--- src/lhif_map.vh ---
`ifndef LHIF_MAP_VH
`define LHIF_MAP_VH
// ----------------------------------------
// interface mode straps (pin0,pin1,pin2)
// ----------------------------------------
`define LHIF_MODE_SPI4 3'b000
`define LHIF_MODE_SPI3 3'b001
`define LHIF_MODE_PAR_RW 3'b010
`define LHIF_MODE_PAR_EN 3'b011
`define LHIF_MODE_I2C 3'b111
// ----------------------------------------
// field positions and values
// ----------------------------------------
// pins carrying slave address bit1 and bit0
`define LHIF_SA_HI 6
`define LHIF_SA_LO 7
`define LHIF_BYTE_MSB 7
`define LHIF_BIT_CNT_LAST 3'h7
`define LHIF_BIT_CNT_ZERO 3'h0
`define LHIF_BYTE_ZERO 8'h00
`define LHIF_BOOST_4X 1'b0
`define LHIF_BOOST_5X 1'b1
`define LHIF_BIAS_1_7 1'b0
`define LHIF_BIAS_1_9 1'b1
`define LHIF_I2C_ADDR_HI 5'h1E
`define LHIF_I2C_CNT_LAST 4'h7
`define LHIF_I2C_CNT_ACK 4'h8
`define LHIF_BUS_DRIVE 8'hFF
`define LHIF_ACK_PINS 8'h0C
`endif

--- src/lhif_host_front.v ---
// What this block does
// - strap codes map to five link modes
// - deselect clears serial shift and counter
// - parallel and 4-wire spi: select high data, low command
// - separate-strobe write latched on rising edge
// - enable mode: high read, low write
// - enable mode write latched on falling edge
// - drive bus during read, ack pins during i2c ack
// - spi rising sclk, msb first, byte on eighth
// - i2c address low bits from top pins
// - i2c data in pin, ack on outputs
// - clock pin high selects internal oscillator
// - booster default strap: low 4x, high 5x
// - bias default strap: low 1/7, high 1/9
`timescale 1ns/10ps
`include "lhif_map.vh"
module lhif_host_front (
	// clock and reset
	input wire core_clk,
	input wire rstn,
	// straps
	input wire [2:0] interface_select_straps,
	input wire booster_default_strap,
	input wire bias_default_strap,
	input wire clock_source_pin,
	// host control pins
	input wire chip_select_n,
	input wire data_command_select,
	input wire rd_n_or_enable,
	input wire wr_n_or_rw,
	// data bus pins
	input wire [7:0] data_bus_in,
	output reg [7:0] data_bus_out,
	output reg [7:0] data_bus_oe,
	// core side
	input wire [7:0] read_data,
	output reg write_valid,
	output reg [7:0] write_data,
	output reg write_is_display,
	output reg read_strobe,
	output reg booster_5x,
	output reg bias_1_9,
	output reg use_internal_osc,
	output reg ext_clock_level
);
	// ----------------------------------------
	// mode decode
	// ----------------------------------------
	function is_mode;
		input [2:0] straps;
		input [2:0] code;
		begin
			is_mode = (straps == code);
		end
	endfunction
	wire m_spi4 = is_mode(interface_select_straps, `LHIF_MODE_SPI4);
	wire m_spi3 = is_mode(interface_select_straps, `LHIF_MODE_SPI3);
	wire m_prw = is_mode(interface_select_straps, `LHIF_MODE_PAR_RW);
	wire m_pen = is_mode(interface_select_straps, `LHIF_MODE_PAR_EN);
	wire m_i2c = is_mode(interface_select_straps, `LHIF_MODE_I2C);
	wire sel = !chip_select_n;
	// ----------------------------------------
	// pin history for edge detection
	// ----------------------------------------
	reg rd_d_reg;
	reg wr_d_reg;
	reg sclk_d_reg;
	reg sda_d_reg;
	always @(posedge core_clk) begin
		if (!rstn) begin
			// follow the pins so no false edge appears after reset
			rd_d_reg <= rd_n_or_enable;
			wr_d_reg <= wr_n_or_rw;
			sclk_d_reg <= data_bus_in[0];
			sda_d_reg <= data_bus_in[1];
		end else begin
			rd_d_reg <= rd_n_or_enable;
			wr_d_reg <= wr_n_or_rw;
			sclk_d_reg <= data_bus_in[0];
			sda_d_reg <= data_bus_in[1];
		end
	end
	wire sclk_rise = data_bus_in[0] && !sclk_d_reg;
	wire wr_rise = wr_n_or_rw && !wr_d_reg;
	wire en_fall = !rd_n_or_enable && rd_d_reg;
	wire prd_fall = !rd_n_or_enable && rd_d_reg;
	wire en_rise = rd_n_or_enable && !rd_d_reg;
	// ----------------------------------------
	// spi receiver
	// ----------------------------------------
	wire spi_active = sel && (m_spi4 || m_spi3);
	wire spi_valid;
	wire [7:0] spi_byte;
	lhif_serial_rx #(.WIDTH(8)) u_spi (
		.core_clk(core_clk),
		.rstn(rstn),
		.active(spi_active),
		.sclk_rise(sclk_rise),
		.sdata(data_bus_in[1]),
		.byte_valid(spi_valid),
		.byte_data(spi_byte)
	);
	// ----------------------------------------
	// i2c slave receiver
	// ----------------------------------------
	localparam I_IDLE = 4'b0001;
	localparam I_ADDR = 4'b0010;
	localparam I_DATA = 4'b0100;
	localparam I_ACK = 4'b1000;
	reg [3:0] i_state_reg;
	reg [7:0] i_shift_reg;
	reg [3:0] i_cnt_reg;
	reg i_ack_reg;
	reg i_addr_ok_reg;
	wire i_sda = data_bus_in[1];
	wire i_scl = data_bus_in[0];
	wire i_scl_fall = !i_scl && sclk_d_reg;
	wire i_start = i_scl && sclk_d_reg && sda_d_reg && !i_sda;
	wire i_stop = i_scl && sclk_d_reg && !sda_d_reg && i_sda;
	wire [7:0] i_byte = {i_shift_reg[6:0], i_sda};
	wire [1:0] sa = {data_bus_in[`LHIF_SA_HI], data_bus_in[`LHIF_SA_LO]};
	reg i_valid;
	always @(posedge core_clk) begin
		if (!rstn || !m_i2c) begin
			i_state_reg <= I_IDLE;
			i_shift_reg <= `LHIF_BYTE_ZERO;
			i_cnt_reg <= 4'h0;
			i_ack_reg <= 1'b0;
			i_addr_ok_reg <= 1'b0;
			i_valid <= 1'b0;
		end else begin
			i_valid <= 1'b0;
			if (i_start) begin
				i_state_reg <= I_ADDR;
				i_cnt_reg <= 4'h0;
				i_ack_reg <= 1'b0;
			end else if (i_stop) begin
				i_state_reg <= I_IDLE;
				i_ack_reg <= 1'b0;
			end else begin
				case (i_state_reg)
				I_IDLE: begin
					i_ack_reg <= 1'b0;
				end
				I_ADDR, I_DATA: begin
					if (sclk_rise) begin
						i_shift_reg <= i_byte;
						i_cnt_reg <= i_cnt_reg + 4'h1;
						if (i_cnt_reg == `LHIF_I2C_CNT_LAST) begin
							if (i_state_reg == I_ADDR) begin
								i_addr_ok_reg <= (i_byte[7:3] ==
									`LHIF_I2C_ADDR_HI) &&
									(i_byte[2:1] == sa) && !i_byte[0];
							end else begin
								i_valid <= 1'b1;
							end
						end
					end
					if (i_scl_fall && i_cnt_reg == `LHIF_I2C_CNT_ACK) begin
						i_state_reg <= I_ACK;
						i_ack_reg <= (i_state_reg == I_DATA) || i_addr_ok_reg;
					end
				end
				I_ACK: begin
					if (i_scl_fall) begin
						i_ack_reg <= 1'b0;
						i_cnt_reg <= 4'h0;
						i_state_reg <= i_addr_ok_reg ? I_DATA : I_IDLE;
					end
				end
				default: begin
					i_state_reg <= I_IDLE;
				end
				endcase
			end
		end
	end
	// ----------------------------------------
	// write capture and read strobe
	// ----------------------------------------
	wire par_wr = sel && ((m_prw && wr_rise) ||
		(m_pen && !wr_n_or_rw && en_fall));
	always @(posedge core_clk) begin
		if (!rstn) begin
			write_valid <= 1'b0;
			write_data <= `LHIF_BYTE_ZERO;
			write_is_display <= 1'b0;
			read_strobe <= 1'b0;
		end else begin
			write_valid <= 1'b0;
			read_strobe <= sel && ((m_prw && prd_fall) ||
				(m_pen && wr_n_or_rw && en_rise));
			if (par_wr) begin
				write_valid <= 1'b1;
				write_data <= data_bus_in;
				write_is_display <= data_command_select;
			end else if (spi_valid) begin
				write_valid <= 1'b1;
				write_data <= spi_byte;
				write_is_display <= m_spi4 && data_command_select;
			end else if (i_valid) begin
				write_valid <= 1'b1;
				write_data <= i_shift_reg;
				write_is_display <= 1'b0;
			end
		end
	end
	// ----------------------------------------
	// data bus drive
	// ----------------------------------------
	wire rd_on = sel && ((m_pen && rd_n_or_enable && wr_n_or_rw) ||
		(m_prw && !rd_n_or_enable));
	always @(posedge core_clk) begin
		if (!rstn) begin
			data_bus_out <= `LHIF_BYTE_ZERO;
			data_bus_oe <= `LHIF_BYTE_ZERO;
		end else if (rd_on) begin
			data_bus_out <= read_data;
			data_bus_oe <= `LHIF_BUS_DRIVE;
		end else if (m_i2c && i_ack_reg) begin
			data_bus_out <= `LHIF_BYTE_ZERO;
			data_bus_oe <= `LHIF_ACK_PINS;
		end else begin
			data_bus_out <= `LHIF_BYTE_ZERO;
			data_bus_oe <= `LHIF_BYTE_ZERO;
		end
	end
	// ----------------------------------------
	// straps after reset and clock source
	// ----------------------------------------
	reg strap_taken_reg;
	always @(posedge core_clk) begin
		if (!rstn) begin
			strap_taken_reg <= 1'b0;
			booster_5x <= `LHIF_BOOST_4X;
			bias_1_9 <= `LHIF_BIAS_1_7;
			use_internal_osc <= 1'b0;
			ext_clock_level <= 1'b0;
		end else begin
			strap_taken_reg <= 1'b1;
			if (!strap_taken_reg) begin
				booster_5x <= booster_default_strap;
				bias_1_9 <= bias_default_strap;
			end
			use_internal_osc <= clock_source_pin;
			ext_clock_level <= clock_source_pin;
		end
	end
endmodule

--- src/lhif_serial_rx.v ---
`timescale 1ns/10ps
`include "lhif_map.vh"
module lhif_serial_rx #(
	parameter WIDTH = 8
) (
	// clock and reset
	input wire core_clk,
	input wire rstn,
	// control
	input wire active,
	input wire sclk_rise,
	input wire sdata,
	// byte out
	output reg byte_valid,
	output reg [WIDTH-1:0] byte_data
);
	reg [WIDTH-1:0] shift_reg;
	reg [2:0] cnt_reg;
	wire [WIDTH-1:0] shift_next;
	assign shift_next = {shift_reg[WIDTH-2:0], sdata};
	always @(posedge core_clk) begin
		if (!rstn || !active) begin
			shift_reg <= `LHIF_BYTE_ZERO;
			cnt_reg <= `LHIF_BIT_CNT_ZERO;
			byte_valid <= 1'b0;
		end else begin
			byte_valid <= 1'b0;
			if (sclk_rise) begin
				shift_reg <= shift_next;
				cnt_reg <= cnt_reg + 3'h1;
				if (cnt_reg == `LHIF_BIT_CNT_LAST) begin
					byte_valid <= 1'b1;
				end
			end
		end
	end
	always @(posedge core_clk) begin
		if (!rstn) begin
			byte_data <= `LHIF_BYTE_ZERO;
		end else if (active && sclk_rise && cnt_reg == `LHIF_BIT_CNT_LAST) begin
			byte_data <= shift_next;
		end
	end
endmodule
--- config.mk ---
export PLATFORM = sky130hd
export DESIGN_NAME = lhif_host_front
export DESIGN_NICKNAME = d
export VERILOG_FILES = /design/src/lhif_host_front.v /design/src/lhif_serial_rx.v
export VERILOG_INCLUDE_DIRS = /design/src
export SDC_FILE = /design/constraint.sdc
export NUM_CORES = 1
export LEC_CHECK = 0
export BUFFER_PORTS_ARGS = -buffer_cell sky130_fd_sc_hd__buf_4
export CORE_MARGIN = 4
export CORE_UTILIZATION = 50
export DETAILED_ROUTE_END_ITERATION = 7
export PLACE_DENSITY = 0.7
export RECOVER_POWER = 25
export SLEW_MARGIN = 20
export SYNTH_ARGS = -nofsm -noshare
export SYNTH_HDL_FRONTEND = slang
export SYNTH_SLANG_ARGS = --single-unit
--- constraint.sdc ---
create_clock -name core_clk -period 2 [get_ports core_clk]
set_input_delay 0.4 -clock core_clk [delete_from_list [all_inputs] [get_ports core_clk]]
set_output_delay 0.4 -clock core_clk [all_outputs]
set_load 0.1 [all_outputs]
==> summary.txt, run 1 <==
Setup path
  • Startpoint Class: register
  • Critical path capture point type: register
  • CP max-delay cell: clkbuf_1
  • Crit path largest cell delay: 0.49 ns
  • Worst path bufs/invs: 1
  • CP top delay family: buffers and inverters
  • CP Max Fanout: 9
  • Critical Path AT: roughly 1.9 ns
  • CP Data Required Time: between 2 and 2.5 ns
  • FF-to-FF setup slack: 0.27 ns
  • Most used cell along the critical path: ha_1
  • WS Path Type: register to register
  • Worst path cell trace: ha_1, ha_1, nand3_1, clkbuf_1, mux2i_1, nor2_1

STA
  • Final Setup Violations: 0
  • Final Cycle Share: slightly below 90%
  • Final slew viol count: 0
  • Worst-margin pin slew: 0.636 ns
  • WHS: 0.245 ns
  • Final setup margin: 0.270 ns
  • Max Fclk: 578 MHz
  • Final min period: 1.73 ns
  • RSZ-0062 raised after global routing: no
  • Setup_tns: 0 ns
  • Max_slew headroom: 57.6%
  • Endpoints failing hold: 0
  • Clock Skew: 0.00582 ns

Drt
  • Via count: 2330
  • Routed WL: 6270 um
  • Vias per cell: 5.28
  • Wirelength per Cell: between 10 and 15 um
  • Starting DRC count in detailed routing: 114
  • DRT Pass-1 Iters: 4
  • Routed Antenna Nets: 0
  • # DRC: 0

Placement
  • Placed Area: 3380 um2
  • DP Worst Slack: 0.291 ns
  • # port buffers: 58
  • DPL Wire Length: 4600 um
  • Dpl cells: 425
  • RePlAce Congestion: about 0.84

Global route
  • Initial antenna violation count: 0
  • GRT overflow: 0
  • Vias in the first global route: 2219
  • Largest net degree at the start of global routing: 16
  • First-pass GRT wire length: about 11000 um
  • GRT Util Overall: about a fifth

Synth
  • Syn avg cell area: 9.46 um2
  • Yosys warnings: 0
  • Post-Syn Area: 2940 um2
  • Synth Flop Type: dfxtp_1
  • Sequential share of the synthesized area: a little under half
  • Cell variety after synth: 52
  • Cells after synthesis: 311
  • Post-synth EDFFs: 0
  • Flops & latches, synth: 67
  • Mapped Nets: roughly 340
  • Asr flop ratio synth: 0%

CTS
  • CTS max path bufs: 2
  • Post-CTS Setup Bufs: 0
  • TritonCTS Buffers: 9
  • Cts hold-fix bufs: 0
  • Clock Sinks: 67
  • Post_cts resized: 0
  • H-tree levels: 3
  • Clock latency on the worst-skew pair: approximately 0.34 ns
  • CTS tree: done
  • Clock slew at reported path FFs: roughly 0.070 ns
  • Root cell of the clock tree: clkbuf_8

Die
  • Core Box Area: 5610 um2
  • Die footprint: 7180 um2
  • Die Ht: 84.7 um
  • Num rows: 27
  • Die boundary width: roughly 85 um
  • I/O pin total: 59
  • Starting density of the core: about 52%

Final layout
  • Design Area, Final: 3580 um2
  • Final core occ: 63.8%
  • Fin nets: 396
  • Fraction of layout instances using a drive strength above 1: 23.6%
  • Syn-to-layout area delta: 21.6%
  • Antenna Cells: 0
  • Filler-free cell count of the finished design: 441

Worst hold path
  • Hold crit path type: input pin to register

Job
  • Max cap viols: 0

Pwr
  • Total power: 2.83 mW
  • Leakage: approximately 1.6 nW
  • Power per cell area: 791 nW/um2
  • VDD IR-drop max: 0.000609 V

Status
  • Status: finished, final reports clean
-- layout by cell type, fill, tap and decap left out, types with 2 or more instances in the layout --
cell	count
o22ai_1	2
nand4_1	7
xnor2_1	2
a2bb2oi_1	5
dfxtp_1	67
a21o_1	2
mux2i_1	25
buf_4	59
clkbuf_1	7
a31oi_1	2
o21ai_0	5
and4_1	2
nand2_1	37
inv_1	6
and2_1	5
nor4_1	2
nand2b_1	2
clkinvlp_4	2
xor2_1	4
nor3b_1	2
nand3_1	13
o21ai_1	2
clkbuf_8	10
o211a_1	5
nor2_1	33
mux2_1	4
and2_0	4
a21oi_1	18
nor2b_1	4
bufinv_16	2
ha_1	4
-- per-layer routing --
| layer | track usage [%] | vias to the layer above | wire length, um |
|---|---|---|---|
| li1 | - | 1179 | - |
| met1 | 25.1 | 1097 | 2880 |
| met2 | 29.2 | 48 | 3010 |
| met3 | 6.58 | 6 | 313 |
| met4 | 4.75 | 0 | 58 |
| met5 | 0 | - | 0 |
-- worst register-to-register path, cell delays in order, from the launching register on --
cell and delay (ns):
dfxtp_1 0.32, ha_1 0.19, ha_1 0.21, nand3_1 0.07
clkbuf_1 0.49, mux2i_1 0.27, nor2_1 0.05
-- final timing paths --
path | start | to | cells after the start
max | u_spi.cnt_reg[0] | u_spi.byte_data[3] | 6
min | wr_n_or_rw | wr_d_reg | 1
max reg2reg | u_spi.cnt_reg[0] | u_spi.byte_data[3] | 6
min reg2reg | u_spi.cnt_reg[2] | u_spi.cnt_reg[2] | 2
-- synthesized netlist by cell type, drive strengths merged (2+ instances only) --
library cell | n | area (um2)
o22ai | 2 | 12.5
nor4 | 2 | 12.5
mux2i | 25 | 250
o211a | 5 | 50.1
inv | 6 | 22.5
and2 | 9 | 56.3
a31oi | 2 | 12.5
ha | 4 | 50.1
nor3b | 3 | 33.8
clkbuf | 7 | 26.3
a21o | 2 | 15.0
nor2b | 5 | 38.8
xor2 | 5 | 51.3
nand3 | 13 | 65.1
buf | 17 | 123
o211ai | 2 | 28.8
xnor2 | 2 | 17.5
a2bb2oi | 5 | 43.8
and4 | 3 | 27.5
nor2 | 33 | 124
o21ai | 7 | 35.0
a21oi | 18 | 90.1
nand2b | 2 | 12.5
mux2 | 5 | 60.1
dfxtp | 67 | 1340
nand4 | 7 | 43.8
nand2 | 38 | 145
-- power breakdown --
part           internal, mW  switching, mW  leakage [nW]
combinational        0.0702          0.148         0.982
sequential             1.35         0.0110         0.542
clock                 0.735          0.518         0.108
total                  2.15          0.677          1.63
-- kinds of logic (layout without fill, tap and decap cells) --
| group | after synthesis | in the layout | share of synthesized area (%) |
|---|---|---|---|
| AOI/OAI and AO/OA | 50 | 50 | 12.2 |
| xor gates and xnor gates | 7 | 7 | 2.34 |
| adders and majority gates | 4 | 4 | 1.70 |
| buffers and inverters | 30 | 88 | 5.82 |
| DFF | 67 | 67 | 45.6 |
| muxes | 30 | 30 | 10.5 |
| and+or+nand+nor | 123 | 123 | 21.9 |
-- area by class of cell --
class,instances,area (um2)
multi-input combinational,214,1430
clock buffer,10,138
timing repair buffer,66,469
clock inverter,6,88.8
sequential,67,1340
inverter,6,22.5
fill,502,2030
tap,72,90.1
Note: power is estimated with default switching activity, not from simulation.
==> run 2, diff against run 1 <==
Settings changed: CELL_PAD_IN_SITES_DETAIL_PLACEMENT from default to 0, CELL_PAD_IN_SITES_GLOBAL_PLACEMENT from default to 1, CORE_UTILIZATION 50 to 41, PLACE_DENSITY 0.7 to 0.74.
==> summary.txt, run 2 (synthesized netlist as in run 1, its figures left out) <==
Drt
  • DRT Pass-1 Iters: 4 (unchanged)
  • Wirelength per Cell: 14.1 um (was 14.2 um)
  • Starting DRC count in detailed routing: 74 (was 114)
  • Routed Antenna Nets: 0 (unchanged)
  • Routed WL: 6540 um (was 6270 um)
  • Vias per cell: 5.02 (was 5.28)
  • # DRC: 0 (unchanged)
  • Via count: 2335 (was 2330)

Setup path
  • WS Path Type: input pin to register (was register to register)
  • Critical Path AT: 1.89 ns (was 1.94 ns)
  • CP max-delay cell: clkbuf_1 (unchanged)
  • CP top delay family: compound AO/OA/AOI/OAI gates (was buffers and inverters)
  • Worst path bufs/invs: 1 (unchanged)
  • CP Max Fanout: 15 (was 9)
  • Worst path cell trace: clkbuf_1, nand4_1, a31oi_1, nand2_1, a2111oi_2 (was ha_1, ha_1, nand3_1, clkbuf_1, mux2i_1, nor2_1)
  • CP Data Required Time: 2.25 ns (was 2.21 ns)
  • Critical path capture point type: register (unchanged)
  • Crit path largest cell delay: 0.50 ns (was 0.49 ns)
  • Startpoint Class: input pin (was register)

STA
  • Setup_tns: 0 ns (unchanged)
  • Max Fclk: 611 MHz (was 578 MHz)
  • Final slew viol count: 0 (unchanged)
  • Endpoints failing hold: 0 (unchanged)
  • Final Cycle Share: 81.9% (was 86.5%)
  • Clock Skew: 0.0116 ns (was 0.00582 ns)
  • WHS: 0.250 ns (was 0.245 ns)
  • RSZ-0062 raised after global routing: no (unchanged)
  • Worst-margin pin slew: 0.677 ns (was 0.636 ns)
  • Max_slew headroom: 54.9% (was 57.6%)
  • Final min period: 1.64 ns (was 1.73 ns)
  • Final Setup Violations: 0 (unchanged)

Final layout
  • Syn-to-layout area delta: 22.7% (was 21.6%)
  • Fraction of layout instances using a drive strength above 1: 23.8% (was 23.6%)
  • Fin nets: 396 (unchanged)
  • Design Area, Final: 3610 um2 (was 3580 um2)
  • Final core occ: 52.6% (was 63.8%)
  • Most frequent cells in the layout: dfxtp_1, buf_4, nand2_1, nor2_1, mux2i_1 (unchanged)
  • Antenna Cells: 0 (unchanged)
  • Most common cell after layout, fill and taps aside: dfxtp_1 (unchanged)

CTS
  • Root cell of the clock tree: clkbuf_8 (unchanged)
  • Post-CTS Setup Bufs: 0 (unchanged)
  • CTS max path bufs: 2 (unchanged)
  • Cts hold-fix bufs: 0 (unchanged)
  • Clock Sinks: 67 (unchanged)
  • Clock latency on the worst-skew pair: 0.35 ns (was 0.34 ns)
  • Clock slew at reported path FFs: 0.08 ns (was 0.07 ns)
  • Post_cts resized: 0 (unchanged)
  • CTS tree: done (unchanged)
  • TritonCTS Buffers: 9 (unchanged)
  • H-tree levels: 3 (unchanged)

Global route
  • Vias in the first global route: 2305 (was 2219)
  • GRT Util Overall: 16.4% (was 18.8%)
  • First-pass GRT wire length: 11100 um (was 10900 um)
  • Largest net degree at the start of global routing: 16 (unchanged)
  • GRT overflow: 0 (unchanged)
  • Initial antenna violation count: 0 (unchanged)

Status
  • Status: finished, final reports clean (unchanged)

Die
  • Die footprint: 8600 um2 (was 7180 um2)
  • Core Box Area: 6870 um2 (was 5610 um2)
  • Starting density of the core: 42.8% (was 52.5%)
  • Die boundary width: 92.7 um (was 84.7 um)
  • I/O pin total: 59 (unchanged)
  • Die Ht: 92.7 um (was 84.7 um)
  • Num rows: 30 (was 27)

Worst hold path
  • Hold crit path type: input pin to register (unchanged)

Pwr
  • Power per cell area: 786 nW/um2 (was 791 nW/um2)
  • Leakage: 1.64 nW (was 1.63 nW)
  • Total power: 2.84 mW (was 2.83 mW)
  • VDD IR-drop max: 0.000470 V (was 0.000609 V)

Placement
  • # port buffers: 58 (unchanged)
  • RePlAce Congestion: 0.864 (was 0.843)
  • Placed Area: 3410 um2 (was 3380 um2)
  • DPL Wire Length: 4770 um (was 4600 um)

Job
  • Max cap viols: 0 (unchanged)
run 2: cell count changes in the layout (fill, tap and decap cells not counted), sizes merged:
cell | before | now
clkinv | 2 | 4
clkinvlp | 2 | 0
buf | 59 | 60
clkbuf | 17 | 15
inv | 6 | 7
run 2: area by class of cell:
| class | count | area, um2 |
|---|---|---|
| timing repair buffer | 66 | 473 |
| sequential | 67 | 1340 |
| clock inverter | 7 | 100 |
| inverter | 6 | 22.5 |
| fill | 682 | 3260 |
| multi-input combinational | 214 | 1430 |
| tap | 96 | 120 |
| clock buffer | 9 | 124 |
run 2: path summary, 6_finish.rpt:
| path | from | to | slack (ns) | cells past startpoint |
|---|---|---|---|---|
| worst max-delay path | rstn | i_state_reg[3] | 0.36 | 5 |
| worst min-delay path | read_data[0] | data_bus_out[0] | 0.25 | 2 |
| worst max register to register | i_state_reg[1] | i_shift_reg[0] | 0.38 | 5 |
| worst min register to register | u_spi.shift_reg[6] | u_spi.shift_reg[6] | 0.46 | 2 |
run 2: per-layer routing:
layer	vias to the layer above	share of wire [%]	track usage, %
li1	1188	-	-
met4	0	1.5	7.33
met5	-	0	0
met2	38	47	26.0
met3	10	4.2	4.63
met1	1099	48	20.7
run 2: worst reg2reg max path, stage by stage, from the launching register on:
cell and delay (ns):
dfxtp_1 0.55, xor2_2 0.34, nand3_1 0.19, buf_4 0.23, mux2i_1 0.15, nor2_1 0.05
run 2: power breakdown:
part / switching (mW) / internal (mW)
combinational: 0.150 / 0.0702
sequential: 0.0114 / 1.35
clock: 0.549 / 0.710
run 2: stage by stage:
step	instances	worst slack (ns)
final	465	0.363
after floorplan	311	0.172
after global placement	449	0.317
after detailed placement	449	0.278
after CTS	465	0.360
after global routing	465	0.181
==> run 3, diff against run 2 <==
Clock period 2 ns to 1.6 ns, I/O delays scaled along.
==> summary.txt, run 3 (synthesized netlist as in run 1, its figures left out) <==
Pwr
  • Power per cell area: 862 nW/um2 (was 786 nW/um2)
  • Total power: 3.18 mW (was 2.84 mW)
  • Leakage: 1.70 nW (was 1.64 nW)
  • VDD IR-drop max: 0.000619 V (was 0.000470 V)

Drt
  • Routed WL: 6700 um (was 6540 um)
  • DRT Pass-1 Iters: 5 (was 4)
  • # DRC: 0 (unchanged)
  • Vias per cell: 4.90 (was 5.02)
  • Wirelength per Cell: 13.9 um (was 14.1 um)
  • Routed Antenna Nets: 0 (unchanged)
  • Via count: 2362 (was 2335)
  • Starting DRC count in detailed routing: 108 (was 74)

STA
  • Final slew viol count: 0 (unchanged)
  • Final min period: 1.48 ns
  • Clock Skew: 0.00536 ns (was 0.0116 ns)
  • Max_slew headroom: 62.0% (was 54.9%)
  • Final Cycle Share: between 90% and 100%
  • Worst-margin pin slew: 0.571 ns (was 0.677 ns)
  • Endpoints failing hold: 0 (unchanged)
  • RSZ-0062 raised after global routing: no (unchanged)
  • Max Fclk: roughly 680 MHz
  • Final Setup Violations: 0 (unchanged)

Worst hold path
  • Min-delay src: wr_n_or_rw (was read_data[0])
  • Hold crit path type: input pin to register (unchanged)

Placement
  • Dpl cells: 463 (was 449)
  • DPL Wire Length: 4860 um (was 4770 um)
  • # port buffers: 58 (unchanged)
  • RePlAce Congestion: 0.774 (was 0.864)

Setup path
  • WS Path Type: register to register (was input pin to register)
  • Crit path launch: rd_d_reg (was rstn)
  • CP Max Fanout: 5 (was 15)
  • Critical Path AT: 1.71 ns (was 1.89 ns)
  • Startpoint Class: register (was input pin)
  • Critical path capture point type: register (unchanged)
  • CP Data Required Time: 1.83 ns (was 2.25 ns)
  • Worst r2r src: rd_d_reg (was i_state_reg[1])

CTS
  • H-tree levels: 3 (unchanged)
  • Post_cts resized: 0 (unchanged)
  • Clock slew at reported path FFs: 0.07 ns (was 0.08 ns)
  • CTS max path bufs: 2 (unchanged)
  • Post-CTS Setup Bufs: 0 (unchanged)
  • Root cell of the clock tree: clkbuf_8 (unchanged)
  • TritonCTS Buffers: 9 (unchanged)
  • Clock latency on the worst-skew pair: 0.34 ns (was 0.35 ns)
  • Cts hold-fix bufs: 0 (unchanged)
  • Clock Sinks: 67 (unchanged)
  • CTS tree: done (unchanged)

Final layout
  • Most common cell after layout, fill and taps aside: buf_4 (was dfxtp_1)
  • Syn-to-layout area delta: 25.2% (was 22.7%)
  • Antenna Cells: 0 (unchanged)
  • Fraction of layout instances using a drive strength above 1: 27.5% (was 23.8%)
  • Most frequent cells in the layout: buf_4, dfxtp_1, nand2_1, nor2_1, mux2i_1 (was dfxtp_1, buf_4, nand2_1, nor2_1, mux2i_1)
  • Filler-free cell count of the finished design: 482 (was 465)
  • Fin nets: 414 (was 396)

Global route
  • GRT Util Overall: 16.3% (was 16.4%)
  • Largest net degree at the start of global routing: 16 (unchanged)
  • First-pass GRT wire length: 11000 um (was 11100 um)
  • GRT overflow: 0 (unchanged)
  • Vias in the first global route: 2261 (was 2305)
  • Initial antenna violation count: 0 (unchanged)

Die
  • Die Ht: 92.7 um (unchanged)
  • Die footprint: 8600 um2 (unchanged)
  • Die boundary width: 92.7 um (unchanged)
  • I/O pin total: 59 (unchanged)
  • Core Box Area: 6870 um2 (unchanged)
  • Starting density of the core: 42.8% (unchanged)
  • Num rows: 30 (unchanged)

Job
  • Max cap viols: 0 (unchanged)

Status
  • Status: finished, final reports clean (unchanged)
[run 3: layer usage]
layer,part of all wire [%],GRT usage (%)
met1,46,21.2
met4,1.1,4.40
met3,5.9,5.93
met2,47,25.7
met5,0,0
[run 3: power by group]
group	switching (mW)	internal, mW
Clock	0.597	0.589
Combinational	0.193	0.0995
Sequential	0.0117	1.69
Total	0.802	2.37
[run 3: per-stage QoR]
stage | cell area, um2 | utilization, % | setup TNS, ns | setup WS (ns) | hold WS, ns
2_1_floorplan | 2950 | - | 0 | 0.0550 | 0.348
3_3_place_gp | 3520 | 51.2 | -0.0131 | -0.00727 | 0.446
3_5_place_dp | 3520 | 51.2 | -0.0388 | -0.0238 | 0.453
4_1_cts | 3680 | 53.6 | 0 | 0.116 | 0.109
5_1_grt | 3680 | 53.6 | 0 | 0.0142 | 0.162
6_report | 3680 | 53.6 | 0 | 0.121 | 0.175
[run 3: final timing paths]
| kind | end | slack (ns) | cells after the start |
|---|---|---|---|
| worst min register to register | u_spi.shift_reg[6] | 0.46 | 2 |
| worst max-delay path | write_data[5] | 0.12 | 5 |
| worst max register to register | write_data[5] | 0.12 | 5 |
| worst min-delay path | wr_d_reg | 0.17 | 1 |
[run 3: worst max-delay path, cell delays in order (launching register included)]
cell and delay, ns:
dfxtp_1 0.33, and4bb_4 0.21, o211ai_4 0.24, buf_4 0.17, mux2_1 0.31, o211a_1 0.12
[run 3: layout make-up]
cell class                 count  area (um2)
clock buffer                  12         145
clock inverter                 3        15.0
fill                         675        3190
inverter                       6        22.5
multi-input combinational    214        1430
sequential                    67        1350
tap                           96         120
timing repair buffer          84         606
